===== src/rprr_pkg.sv =====
// Package with the register map, field layout and carrier types of the RAM power register slice.
package rprr_pkg;

  localparam int ADDR_W = 12;
  localparam int DATA_W = 32;
  localparam int NUM_BANKS = 8;
  localparam int NUM_SECTIONS = 2;
  localparam int SECT_BITS = NUM_BANKS * NUM_SECTIONS;

  // Register offsets (byte addresses).
  localparam logic [11:0] OFS_RETAINED_SCRATCH_TWO = 12'h0520;
  localparam logic [11:0] OFS_BUCK_CONVERTER_ENABLE = 12'h0578;
  localparam logic [11:0] OFS_SECTION_STATUS = 12'h05F0;
  localparam logic [11:0] OFS_BANK_PRESENT = 12'h05F4;
  localparam logic [11:0] OFS_RAM_BANK_POWER = 12'h0900;
  localparam logic [11:0] OFS_RAM_BANK_POWER_SET = 12'h0904;
  localparam logic [11:0] OFS_RAM_BANK_POWER_CLEAR = 12'h0908;
  localparam logic [11:0] OFS_BANK_STRIDE = 12'h0010;

  // Field positions.
  localparam int POS_BUCK_ENABLE = 0;
  localparam int POS_SECT_POWER = 0;
  localparam int POS_SECT_RETAIN = 16;
  localparam int POS_STATUS_POWER = 0;
  localparam int POS_STATUS_KEEP = 16;

  // Reset values.
  localparam logic [31:0] RST_RETAINED_SCRATCH_TWO = 32'h0000_0000;
  localparam logic [31:0] RST_BUCK_CONVERTER_ENABLE = 32'h0000_0000;
  localparam logic [31:0] RST_RAM_BANK_POWER = 32'h0000_FFFF;

  typedef struct packed {
    logic [ADDR_W-1:0] addr;
    logic [DATA_W-1:0] wdata;
    logic wr;
    logic rd;
  } rprr_bus_req_type;

  typedef struct packed {
    logic [NUM_SECTIONS-1:0] retain;
    logic [NUM_SECTIONS-1:0] power;
  } rprr_bank_bits_type;

  typedef enum {
    BANK_OP_NONE,
    BANK_OP_WRITE,
    BANK_OP_SET,
    BANK_OP_CLEAR
  } rprr_bank_op_type;

endpackage : rprr_pkg


===== src/rprr_bank_ctrl.sv =====
// One RAM bank's power control register with its plain, set and clear write views.
`timescale 1ns/1ps
module rprr_bank_ctrl (
  // Clock and reset
  input wire logic clk_sys_i,
  input wire logic reset_i,
  // Access from the register decoder
  input rprr_pkg::rprr_bank_op_type op_i,
  input wire logic [rprr_pkg::DATA_W-1:0] wdata_i,
  // Stored state
  output rprr_pkg::rprr_bank_bits_type bits_o,
  output logic [rprr_pkg::DATA_W-1:0] word_o
);
  import rprr_pkg::*;

  rprr_bank_bits_type bits_q;
  rprr_bank_bits_type bits_d;
  rprr_bank_bits_type wr_bits;

  always_comb begin
    wr_bits.power = wdata_i[POS_SECT_POWER +: NUM_SECTIONS];
    wr_bits.retain = wdata_i[POS_SECT_RETAIN +: NUM_SECTIONS];
    bits_d = bits_q;
    unique case (op_i)
      BANK_OP_NONE: begin
        bits_d = bits_q;
      end
      BANK_OP_WRITE: begin
        bits_d = wr_bits;
      end
      BANK_OP_SET: begin
        bits_d = bits_q | wr_bits;
      end
      BANK_OP_CLEAR: begin
        bits_d = bits_q & ~wr_bits;
      end
    endcase
  end

  always_ff @(posedge clk_sys_i) begin
    if (reset_i) begin
      bits_q.power <= RST_RAM_BANK_POWER[POS_SECT_POWER +: NUM_SECTIONS];
      bits_q.retain <= RST_RAM_BANK_POWER[POS_SECT_RETAIN +: NUM_SECTIONS];
    end else begin
      bits_q <= bits_d;
    end
  end

  // Unused low bits keep reading their reset pattern so a read matches the reset word.
  always_comb begin
    word_o = RST_RAM_BANK_POWER;
    word_o[POS_SECT_POWER +: NUM_SECTIONS] = bits_q.power;
    word_o[POS_SECT_RETAIN +: NUM_SECTIONS] = bits_q.retain;
  end

  assign bits_o = bits_q;

endmodule : rprr_bank_ctrl


===== src/rprr_regs.sv =====
// Register slice for the retained scratch word, the buck converter enable and RAM bank power.
//
// Chosen here: the plain strobed port.
`timescale 1ns/1ps
module rprr_regs #(
  parameter logic [rprr_pkg::NUM_BANKS-1:0] BANK_PRESENT = 8'hFF
) (
  // Clock and resets
  input wire logic clk_sys_i,
  input wire logic reset_i,
  input wire logic warm_reset_i,
  // Register port
  input rprr_pkg::rprr_bus_req_type bus_req_i,
  output logic [rprr_pkg::DATA_W-1:0] rdata_o,
  // Power state from the system controller
  input wire logic system_off_i,
  // Power controls
  output logic buck_converter_enable_o,
  output logic [rprr_pkg::SECT_BITS-1:0] ram_section_power_o,
  output logic [rprr_pkg::SECT_BITS-1:0] ram_section_keep_o
);
  import rprr_pkg::*;

  localparam logic [11:0] SET_REL = OFS_RAM_BANK_POWER_SET - OFS_RAM_BANK_POWER;
  localparam logic [11:0] CLR_REL = OFS_RAM_BANK_POWER_CLEAR - OFS_RAM_BANK_POWER;
  localparam logic [11:0] BANK_SPAN = 12'(NUM_BANKS) * OFS_BANK_STRIDE;

  // True when the address lies in the bank window of a present bank.
  function automatic logic bank_hit(input logic [11:0] a);
    logic [11:0] rel;
    logic [11:0] idx;
    rel = a - OFS_RAM_BANK_POWER;
    idx = rel / OFS_BANK_STRIDE;
    bank_hit = 1'b0;
    if (a >= OFS_RAM_BANK_POWER && rel < BANK_SPAN) begin
      bank_hit = BANK_PRESENT[idx[2:0]];
    end
  endfunction : bank_hit

  function automatic logic [2:0] bank_index(input logic [11:0] a);
    logic [11:0] idx;
    idx = (a - OFS_RAM_BANK_POWER) / OFS_BANK_STRIDE;
    bank_index = idx[2:0];
  endfunction : bank_index

  function automatic logic [11:0] bank_rel(input logic [11:0] a);
    bank_rel = (a - OFS_RAM_BANK_POWER) % OFS_BANK_STRIDE;
  endfunction : bank_rel

  logic [31:0] scratch_q;
  logic buck_en_q;
  logic [31:0] rdata_q;
  logic [SECT_BITS-1:0] power_q;
  logic [SECT_BITS-1:0] keep_q;
  logic [SECT_BITS-1:0] power_d;
  logic [SECT_BITS-1:0] keep_d;
  logic bank_reset;
  logic req_bank_hit;
  logic [2:0] req_bank;
  logic [11:0] req_rel;
  logic rel_ok;
  rprr_bank_op_type bank_op [NUM_BANKS];
  rprr_bank_bits_type bank_bits [NUM_BANKS];
  logic [31:0] bank_word [NUM_BANKS];

  // The scratch word only clears on the full reset so warm resets leave it intact.
  assign bank_reset = reset_i | warm_reset_i;

  always_comb begin
    req_bank_hit = bank_hit(bus_req_i.addr);
    req_bank = bank_index(bus_req_i.addr);
    req_rel = bank_rel(bus_req_i.addr);
    rel_ok = (req_rel == 12'h000) || (req_rel == SET_REL) || (req_rel == CLR_REL);
  end

  // Decode writes to the three views of each bank.
  always_comb begin
    for (int b = 0; b < NUM_BANKS; b++) begin
      bank_op[b] = BANK_OP_NONE;
      if (bus_req_i.wr && req_bank_hit && req_bank == 3'(b)) begin
        if (req_rel == 12'h000) begin
          bank_op[b] = BANK_OP_WRITE;
        end else if (req_rel == SET_REL) begin
          bank_op[b] = BANK_OP_SET;
        end else if (req_rel == CLR_REL) begin
          bank_op[b] = BANK_OP_CLEAR;
        end
      end
    end
  end

  for (genvar g = 0; g < NUM_BANKS; g++) begin : g_bank
    if (BANK_PRESENT[g]) begin : g_present
      rprr_bank_ctrl u_bank (
        .clk_sys_i(clk_sys_i),
        .reset_i(bank_reset),
        .op_i(bank_op[g]),
        .wdata_i(bus_req_i.wdata),
        .bits_o(bank_bits[g]),
        .word_o(bank_word[g])
      );
    end else begin : g_absent
      // An absent bank has no storage and never powers its sections.
      assign bank_bits[g] = '0;
      assign bank_word[g] = 32'h0000_0000;
    end
  end

  always_ff @(posedge clk_sys_i) begin
    if (reset_i) begin
      scratch_q <= RST_RETAINED_SCRATCH_TWO;
    end else if (bus_req_i.wr && bus_req_i.addr == OFS_RETAINED_SCRATCH_TWO) begin
      scratch_q <= bus_req_i.wdata;
    end
  end

  always_ff @(posedge clk_sys_i) begin
    if (bank_reset) begin
      buck_en_q <= RST_BUCK_CONVERTER_ENABLE[POS_BUCK_ENABLE];
    end else if (bus_req_i.wr && bus_req_i.addr == OFS_BUCK_CONVERTER_ENABLE) begin
      buck_en_q <= bus_req_i.wdata[POS_BUCK_ENABLE];
    end
  end

  // Effective section controls; System OFF overrides every power bit.
  always_comb begin
    for (int b = 0; b < NUM_BANKS; b++) begin
      for (int s = 0; s < NUM_SECTIONS; s++) begin
        power_d[b*NUM_SECTIONS+s] = bank_bits[b].power[s] & ~system_off_i;
        keep_d[b*NUM_SECTIONS+s] = power_d[b*NUM_SECTIONS+s]
                                   | bank_bits[b].retain[s];
      end
    end
  end

  always_ff @(posedge clk_sys_i) begin
    if (bank_reset) begin
      power_q <= '0;
      keep_q <= '0;
    end else begin
      power_q <= power_d;
      keep_q <= keep_d;
    end
  end

  // Read data stand only in the cycle after the strobe; otherwise the port reads zero.
  always_ff @(posedge clk_sys_i) begin
    if (reset_i) begin
      rdata_q <= 32'h0000_0000;
    end else if (!bus_req_i.rd) begin
      rdata_q <= 32'h0000_0000;
    end else if (req_bank_hit && rel_ok) begin
      rdata_q <= bank_word[req_bank];
    end else begin
      unique case (bus_req_i.addr)
        OFS_RETAINED_SCRATCH_TWO: begin
          rdata_q <= scratch_q;
        end
        OFS_BUCK_CONVERTER_ENABLE: begin
          rdata_q <= 32'(buck_en_q) << POS_BUCK_ENABLE;
        end
        OFS_SECTION_STATUS: begin
          rdata_q <= (32'(power_q) << POS_STATUS_POWER) | (32'(keep_q) << POS_STATUS_KEEP);
        end
        OFS_BANK_PRESENT: begin
          rdata_q <= 32'(BANK_PRESENT);
        end
        default: begin
          rdata_q <= 32'h0000_0000;
        end
      endcase
    end
  end

  assign rdata_o = rdata_q;
  assign buck_converter_enable_o = buck_en_q;
  assign ram_section_power_o = power_q;
  assign ram_section_keep_o = keep_q;

endmodule : rprr_regs


===== config.mk =====
export PLATFORM = sky130hd
export DESIGN_NAME = rprr_regs
export DESIGN_NICKNAME = d
export VERILOG_FILES = /design/src/rprr_pkg.sv /design/src/rprr_bank_ctrl.sv /design/src/rprr_regs.sv
export SDC_FILE = /design/constraint.sdc
export NUM_CORES = 1
export LEC_CHECK = 0
export BUFFER_PORTS_ARGS = -buffer_cell sky130_fd_sc_hd__buf_4
export CORE_UTILIZATION = 40
export CTS_CLUSTER_SIZE = 10
export DETAILED_ROUTE_END_ITERATION = 6
export HOLD_SLACK_MARGIN = 0.08
export PLACE_DENSITY = 0.61
export SLEW_MARGIN = 20
export SYNTH_ARGS = -nofsm -noshare
export SYNTH_HDL_FRONTEND = slang
export SYNTH_SLANG_ARGS = --single-unit

===== constraint.sdc =====
create_clock -name clk_sys_i -period 3.7 [get_ports clk_sys_i]
set_input_delay 0.185 -clock clk_sys_i [delete_from_list [all_inputs] [get_ports clk_sys_i]]
set_output_delay 0.185 -clock clk_sys_i [all_outputs]
set_load 0.02 [all_outputs]

==> results of run 1 <==
## sequential cells by signal, indices dropped and copies added, names as in the netlist
register,flops
ram_section_keep_o,16
g_bank.g_present.u_bank.bits_o,32
rdata_o,32
buck_converter_enable_o,1
scratch_q,32
ram_section_power_o,16
## layer usage
metal	share of wire (%)	GRT usage (%)	wire length [um]
met1	45	32.33	7275
met2	47	38.88	7626
met3	6.3	5.430	1023
met4	1.6	10.22	267
met5	0	0	0
## stage by stage
stage	hold WS [ns]	util [%]
6_report	0.1628	55.00
5_1_grt	0.1744	55.00
4_1_cts	0.1477	55.00
3_5_place_dp	0.4572	48.09
3_3_place_gp	0.4505	48.09
2_1_floorplan	0.3289	-
## cells by family after synthesis
family | share of synthesized area (%)
compound gates | 22.06
xor+xnor | 0.1706
buf+inv | 4.485
flops | 50.30
mux | 4.192
simple gates | 18.79
## worst min path at each step
stage               slack, ns                              endpoint  depth (start not counted)
floorplan                0.33  buck_converter_enable_o$_SDFFE_PP0P_                          2
global placement         0.45             scratch_q[5]$_SDFFE_PP0P_                          3
detailed placement       0.46            scratch_q[20]$_SDFFE_PP0P_                          3
CTS                      0.15     ram_section_power_o[1]$_SDFF_PP0_                          3
global route             0.17    ram_section_power_o[11]$_SDFF_PP0_                          3
finish                   0.16    ram_section_power_o[15]$_SDFF_PP0_                          3
## critical path: cells and delay by family
family                 cells  cell delay (ns)
and+or+nand+nor            2             1.15
buffers and inverters      2             0.61
AOI/OAI and AO/OA          2             0.34
## power groups by stage
stage	Clock [mW]	Combinational, mW	Sequential [mW]
after global placement	0	0.202	1.44
after floorplan	0	0.0894	1.46
after global routing	1.65	0.249	1.42
final	1.57	0.234	1.42
after detailed placement	0	0.203	1.44
after CTS	1.59	0.231	1.42
## final cells by class
type | count | area, um^2
inverters | 4 | 15.01
multi-input cells | 380 | 2331
clock inverters | 6 | 82.58
flip-flops and latches | 129 | 2582
repair buffers | 152 | 1221
fillers | 1152 | 5655
clock buffers | 25 | 465.4
well taps | 172 | 215.2
## cell usage in the layout, fill, tap and decap left out, drive strengths merged, types with 19 or more instances in the layout
master and instances:
dfxtp 129, a21oi 48, nand2 24, nor2 45, nand3 42, o21ai 64
clkbuf 25, buf 120, and3 19, o211ai 34, dlygate4sd3 32
==> flow_summary.json, run 1 <==
{
  "period_share_pct": 53.01,
  "power_density_mw_per_mm2": 465.7,
  "cts.path.max_buffers": 2,
  "die_h_um": 115.3,
  "dr_total_vias": 4977,
  "cts_root_buf": "clkbuf_16",
  "drive_above_1_share_pct": 22.99,
  "areaGrowthSynthToFinish_pct": 34.66,
  "worstMarginPinSlew_ns": 1.159,
  "ys_async_sr_fraction_pct": 0,
  "finClkSkew_ns": 0.007663,
  "pin_count": 115,
  "grt_pass1_wl_um": 24530,
  "synth.largest_area_cell": "dfxtp_1",
  "start_util_pct": 40.85,
  "crit_path_start": "bus_req_i[40]",
  "io_buffers": 114,
  "setup.worst_path.start_class": "primary input",
  "routed_via_density": 5.734,
  "yosys_warnings": 0,
  "fmax_mhz": 509.8,
  "min_period_ns": 1.962,
  "crit_arrival_ns": 2.29,
  "syn-cell-area_mm2": 0.005134,
  "cts_tree": "yes",
  "seq_area_frac_synth_pct": 50.30,
  "crit_path_max_fanout": 33,
  "die_x_um": 115.3,
  "setup_violations": 0,
  "clk_pin_slew_ns": 0.05,
  "ff2ff_setup_slack_ns": 2.35,
  "post_cts_resized": 0,
  "synthesis.nets": 613,
  "gr-total-overflow": 0,
  "cell_internal_pwr_mw": 2.505,
  "crit_path_top_delay_cell": "and4_2",
  "cp.required_ns": 4.03,
  "endpoint": "rdata_o[1]$_SDFF_PP0_",
  "synth_cells": 563,
  "clock-sinks": 129,
  "power_mw": 3.219,
  "rows": 41,
  "clk_latency_ns": 0.41,
  "cp_cell_sequence": "buf_4 -> nor3_1 -> and4_2 -> buf_4 -> a22oi_1 -> o22ai_1",
  "ys_top_cells_by_area": "dfxtp_1 50%, o21ai_0 5.8%, o211ai_1 5.0%",
  "timing.final.ws_setup_ns": 1.738,
  "hpwl_um": 11110,
  "core_area_mm2": 0.01257,
  "final-instance-count-excl-fill": 868,
  "status": "completed",
  "slowest_delay_ns": 0.71,
  "nets": 734,
  "seqPwrFrac_pct": 44.0,
  "reg2reg_depth": 3,
  "avgSynthCellArea_um2": 9.118,
  "synth.distinct_cells": 48,
  "cts_setup_buffers": 0,
  "dpl_cell_area_mm2": 0.006045,
  "gp_congestion": 0.8962,
  "power_switching_mw": 0.7140,
  "ant_nets": 0,
  "endpoint_kind": "flip-flop",
  "drv_slew": 0,
  "ys_seq_elements": 129,
  "switching_share_pct": 22.18,
  "drc": 0,
  "drt_wl_total_um": 16190,
  "numCtsBuffers": 17,
  "finalInstanceArea_mm2": 0.006913,
  "ir_drop_mv": 0.3366,
  "min_from": "warm_reset_i",
  "r2r-end": "rdata_o[17]$_SDFF_PP0_",
  "wl_per_cell_um": 18.65,
  "cp_common_cell": "buf_4",
  "grt_pass1_vias": 4565,
  "yosysMostFrequentCell": "dfxtp_1",
  "maxCapViolCount": 0,
  "first_iter_violations": 491,
  "setup.worst_path.class": "in2reg",
  "tns_ns": 0,
  "diodes": 0,
  "synth_common_cells": "129 x dfxtp_1, 59 x o21ai_0, 48 x a21oi_1, 45 x nor2_1, 42 x nand3_1",
  "rsz0062_at_grt": "no",
  "finalHoldViolations": 0,
  "power_frac_clock_pct": 48.7,
  "hp-class": "in2reg",
  "drt_pass1_iterations": 5,
  "numPlacedInstances": 805,
  "die-area_mm2": 0.01329,
  "slew-limit-headroom_pct": 22.11,
  "grt_max_degree": 42,
  "synth_top_area_share_pct": 50.30,
  "antenna_found_initial": 0,
  "p_leak_nw": 2.631,
  "dp_slack_ns": 1.367,
  "r2r_start": "g_bank[7].g_present.u_bank.bits_o[3]$_SDFFE_PP0P_",
  "htreeDepth": 4,
  "hold_buffers": 32,
  "p_comb_share_pct": 7.3,
  "synthFlopType": "dfxtp_1",
  "grtUsageTotal_pct": 24.53,
  "synth_edf_count": 0
}
No activity file was read; power rests on OpenSTA's default activity.
==> run 2, diff against run 1 <==
- clock period: 3.7 -> 1.9 ns (I/O delays scaled with it)
==> flow_summary.json, run 2 (same netlist as run 1, synthesis figures left out) <==
{
  "clk_pin_slew_ns": 0.05,
  "clock-sinks": 129,
  "crit_path_top_delay_cell": "dlygate4sd3_1",
  "rsz0062_at_grt": "no",
  "io_buffers": 114,
  "min_from": "warm_reset_i",
  "grt_pass1_vias": 4922,
  "final_common_cell": "buf_4",
  "hold_slack_ns": 0.1179,
  "ff2ff_setup_slack_ns": 0.57,
  "setup.worst_path.start_class": "primary input",
  "finClkSkew_ns": 0.01070,
  "timing.final.ws_setup_ns": 0.1060,
  "ant_nets": 0,
  "dpl_cell_area_mm2": 0.006227,
  "cp.required_ns": 2.26,
  "dr_total_vias": 5155,
  "diodes": 0,
  "power_mw": 6.029,
  "slew-limit-headroom_pct": 47.20,
  "start_util_pct": 40.85,
  "grt_max_degree": 64,
  "cts.path.max_buffers": 2,
  "finalInstanceArea_mm2": 0.007163,
  "crit_arrival_ns": 2.15,
  "gr-total-overflow": 0,
  "antenna_found_initial": 0,
  "crit_path_start": "bus_req_i[35]",
  "core_area_mm2": 0.01257,
  "die_x_um": 115.3,
  "routed_via_density": 5.747,
  "gp_congestion": 0.8784,
  "grt_pass1_wl_um": 25860,
  "die-area_mm2": 0.01329,
  "hp-class": "in2reg",
  "ir_drop_mv": 0.6367,
  "numCtsBuffers": 17,
  "nets": 766,
  "maxCapViolCount": 0,
  "worstMarginPinSlew_ns": 0.7797,
  "first_iter_violations": 518,
  "setup_violations": 0,
  "endpoint_kind": "flip-flop",
  "utilization_pct": 56.99,
  "p_leak_nw": 2.794,
  "drv_slew": 0,
  "areaGrowthSynthToFinish_pct": 39.53,
  "power_density_mw_per_mm2": 841.6,
  "grtUsageTotal_pct": 25.80,
  "hpwl_um": 11480,
  "dp_slack_ns": 0.1607,
  "min_period_ns": 1.794,
  "r2r_start": "g_bank[7].g_present.u_bank.bits_o[3]$_SDFFE_PP0P_",
  "final-instance-count-excl-fill": 897,
  "slowest_delay_ns": 0.56,
  "drc": 0,
  "die_h_um": 115.3,
  "cts_root_buf": "clkbuf_16",
  "cts_tree": "yes",
  "drt_pass1_iterations": 5,
  "pin_count": 115,
  "drt_wl_total_um": 16750,
  "status": "completed",
  "path_delay_family": "buffers and inverters",
  "final_cell_mix": "139 x buf_4, 129 x dfxtp_1, 59 x o21ai_0, 48 x a21oi_1, 44 x nor2_1",
  "cp_cell_sequence": "buf_4 -> nor3_1 -> and4_2 -> buf_12 -> nand3_1 -> a21oi_1 -> dlygate4sd3_1",
  "clk_latency_ns": 0.42,
  "crit_buf_inv": 3,
  "crit_path_max_fanout": 63,
  "finalHoldViolations": 0,
  "tns_ns": 0,
  "drive_above_1_share_pct": 25.38,
  "numPlacedInstances": 826,
  "setup.worst_path.class": "in2reg",
  "fmax_mhz": 557.4,
  "rows": 41,
  "period_share_pct": 94.42,
  "wl_per_cell_um": 18.67,
  "htreeDepth": 4
}
## run 2: cell count changes in the layout (fill, tap and decap cells not counted), moves of 2 or more
cell	before	now
clkbuf_1	7	2
bufinv_16	2	0
buf_12	0	2
dlygate4sd3_1	32	43
clkinv_2	3	5
buf_4	120	139
## run 2: worst reg2reg max path, stage by stage (launching register included)
cell and delay (ns):
dfxtp_1 0.33, mux4_2 0.48, mux2i_1 0.26, o22ai_1 0.13
## run 2: final cells by class
cell class                 instances  area [um^2]
clock buffer                      21        460.4
clock inverter                     7        40.04
fill                            1142         5405
inverter                           4        15.01
multi-input combinational        380         2336
sequential                       129         2582
tap                              172        215.2
timing repair buffer             184         1514
## run 2: worst paths after layout
path / end / cells after the start
min: g_bank[5].g_present.u_bank.bits_o[1]$_SDFFE_PP1P_ / 4
max: scratch_q[25]$_SDFFE_PP0P_ / 7
min reg2reg: scratch_q[18]$_SDFFE_PP0P_ / 2
max reg2reg: rdata_o[17]$_SDFF_PP0_ / 3
## run 2: routing by layer
metal / global-route usage (%) / wire [um]
met2: 40.76 / 7802
met1: 32.66 / 7280
met5: 0 / 0
met3: 6.800 / 1142
met4: 12.73 / 524
## run 2: power breakdown
group	total [mW]	internal [mW]	switching, mW
Combinational	0.489	0.215	0.274
Clock	2.78	1.69	1.10
Sequential	2.76	2.74	0.0200
## run 2: what timing repair did
action,CTS,global route
gates resized for setup,0,1
buffers inserted,0,0
hold buffers,43,0
endpoints found under the hold margin,37,0
endpoints found under the setup margin,0,2
==> run 3, diff against run 2 <==
- CORE_MARGIN: unset -> 2
==> flow_summary.json, run 3 (same netlist as run 1, synthesis figures left out) <==
{
  "grt_max_degree": 64,
  "cts_root_buf": "clkbuf_16",
  "cts_tree": "yes",
  "cts.path.max_buffers": 2,
  "die_x_um": 117.3,
  "grt_pass1_vias": 4808,
  "rsz0062_at_grt": "no",
  "start_util_pct": 40.85,
  "crit_arrival_ns": 2.14,
  "numPlacedInstances": 822,
  "ant_nets": 0,
  "numCtsBuffers": 17,
  "holdPathStages": 3,
  "drv_slew": 0,
  "setup.worst_path.class": "in2reg",
  "io_buffers": 114,
  "finClkSkew_ns": 0.01209,
  "final-instance-count-excl-fill": 897,
  "setup.worst_path.start_class": "primary input",
  "die_h_um": 117.3,
  "cp.depth": 7,
  "gr-total-overflow": 0,
  "final_cell_mix": "135 x buf_4, 129 x dfxtp_1, 59 x o21ai_0, 48 x a21oi_1, 44 x nor2_1",
  "dr_total_vias": 5152,
  "htreeDepth": 4,
  "power_density_mw_per_mm2": 883.4,
  "clk_pin_slew_ns": 0.05,
  "fmax_mhz": 554.1,
  "setup_violations": 0,
  "path_delay_family": "buffers and inverters",
  "drc": 0,
  "drt_pass1_iterations": 6,
  "routed.top_layer": "met4",
  "routed-wl-met3_um": 1309,
  "routed_via_density": 5.744,
  "hpwl_um": 11280,
  "finalHoldViolations": 0,
  "hp-class": "in2reg",
  "timing.final.ws_setup_ns": 0.09527,
  "first_iter_violations": 602,
  "cp.required_ns": 2.24,
  "grt_pass1_wl_um": 25630,
  "rows": 41,
  "ir_drop_mv": 0.6363,
  "slew-limit-headroom_pct": 51.11,
  "wl_per_cell_um": 18.63,
  "crit_path_top_delay_cell": "dlygate4sd3_1",
  "status": "completed",
  "slowest_delay_ns": 0.58,
  "period_share_pct": 94.99,
  "final_common_cell": "buf_4",
  "min_period_ns": 1.805,
  "wl_met1_um": 7287,
  "crit_path_max_fanout": 63,
  "die-area_mm2": 0.01376,
  "dp_slack_ns": 0.1401,
  "nets": 762,
  "core_area_mm2": 0.01257,
  "pin_count": 115,
  "gp_congestion": 0.9087,
  "met2WireLength_um": 7836,
  "cts_setup_buffers": 0,
  "antenna_found_initial": 0,
  "tns_ns": 0,
  "p_leak_nw": 2.806,
  "endpoint_kind": "flip-flop",
  "worstMarginPinSlew_ns": 0.7219,
  "diodes": 0,
  "maxCapViolCount": 0,
  "clock-sinks": 129,
  "drive_above_1_share_pct": 25.24,
  "reg2reg_depth": 3,
  "cp_cell_sequence": "buf_4 -> and3b_1 -> and4_2 -> buf_12 -> nand3_1 -> a21oi_1 -> dlygate4sd3_1",
  "areaGrowthSynthToFinish_pct": 40.51,
  "clk_latency_ns": 0.41,
  "crit_buf_inv": 3,
  "grtUsageTotal_pct": 24.51,
  "nFillCells": 1095,
  "drt_wl_total_um": 16710
}
run 3: cell type report:
| type | count | area (um^2) | share of cell area (%) |
|---|---|---|---|
| multi-input cells | 380 | 2341 | 32.45 |
| inverters | 4 | 15.01 | 0.2082 |
| well taps | 172 | 215.2 | 2.984 |
| flip-flops and latches | 129 | 2582 | 35.80 |
| clock inverters | 9 | 107.6 | 1.492 |
| clock buffers | 23 | 467.9 | 6.487 |
| repair buffers | 180 | 1484 | 20.57 |
run 3: per-layer routing:
layer / up-vias / track usage (%)
li1: 2397 / -
met1: 2463 / 33.32
met5: - / 0
met3: 27 / 5.252
met4: 0 / 8.627
met2: 265 / 38.62
run 3: report_power, final:
group / leakage [nW] / switching, mW / total, mW / internal [mW]
clock network: 0.277 / 1.13 / 3.13 / 2.00
logic: 1.48 / 0.275 / 0.487 / 0.212
registers: 1.04 / 0.0207 / 2.76 / 2.74
run 3: worst paths after layout:
path | startpoint | to | slack, ns
max reg2reg | g_bank[0].g_present.u_bank.bits_o[3]$_SDFFE_PP0P_ | rdata_o[17]$_SDFF_PP0_ | 0.58
min reg2reg | scratch_q[14]$_SDFFE_PP0P_ | scratch_q[14]$_SDFFE_PP0P_ | 0.48
max | bus_req_i[39] | scratch_q[28]$_SDFFE_PP0P_ | 0.1
min | bus_req_i[0] | rdata_o[17]$_SDFF_PP0_ | 0.10
run 3: per-stage QoR:
stage	hold slack, ns	util (%)	power (mW)	area [um^2]
3_5_place_dp	0.3695	49.31	3.232	6197
4_1_cts	0.09612	57.31	6.408	7203
3_3_place_gp	0.3617	49.31	3.232	6197
6_report	0.1043	57.39	6.372	7213
2_1_floorplan	0.2389	-	3.014	5134
5_1_grt	0.1163	57.39	6.566	7213
run 3: worst register-to-register path, stage by stage, from the launching register on:
cell and delay [ns]:
dfxtp_1 0.33, mux4_2 0.47, mux2i_1 0.25, o22ai_1 0.13
run 3: repair_timing:
item                                    CTS  global route
gates resized for setup                   0             2
endpoints found under the setup margin    0             6
hold endpoints to repair                 40             0
hold buffers                             43             0
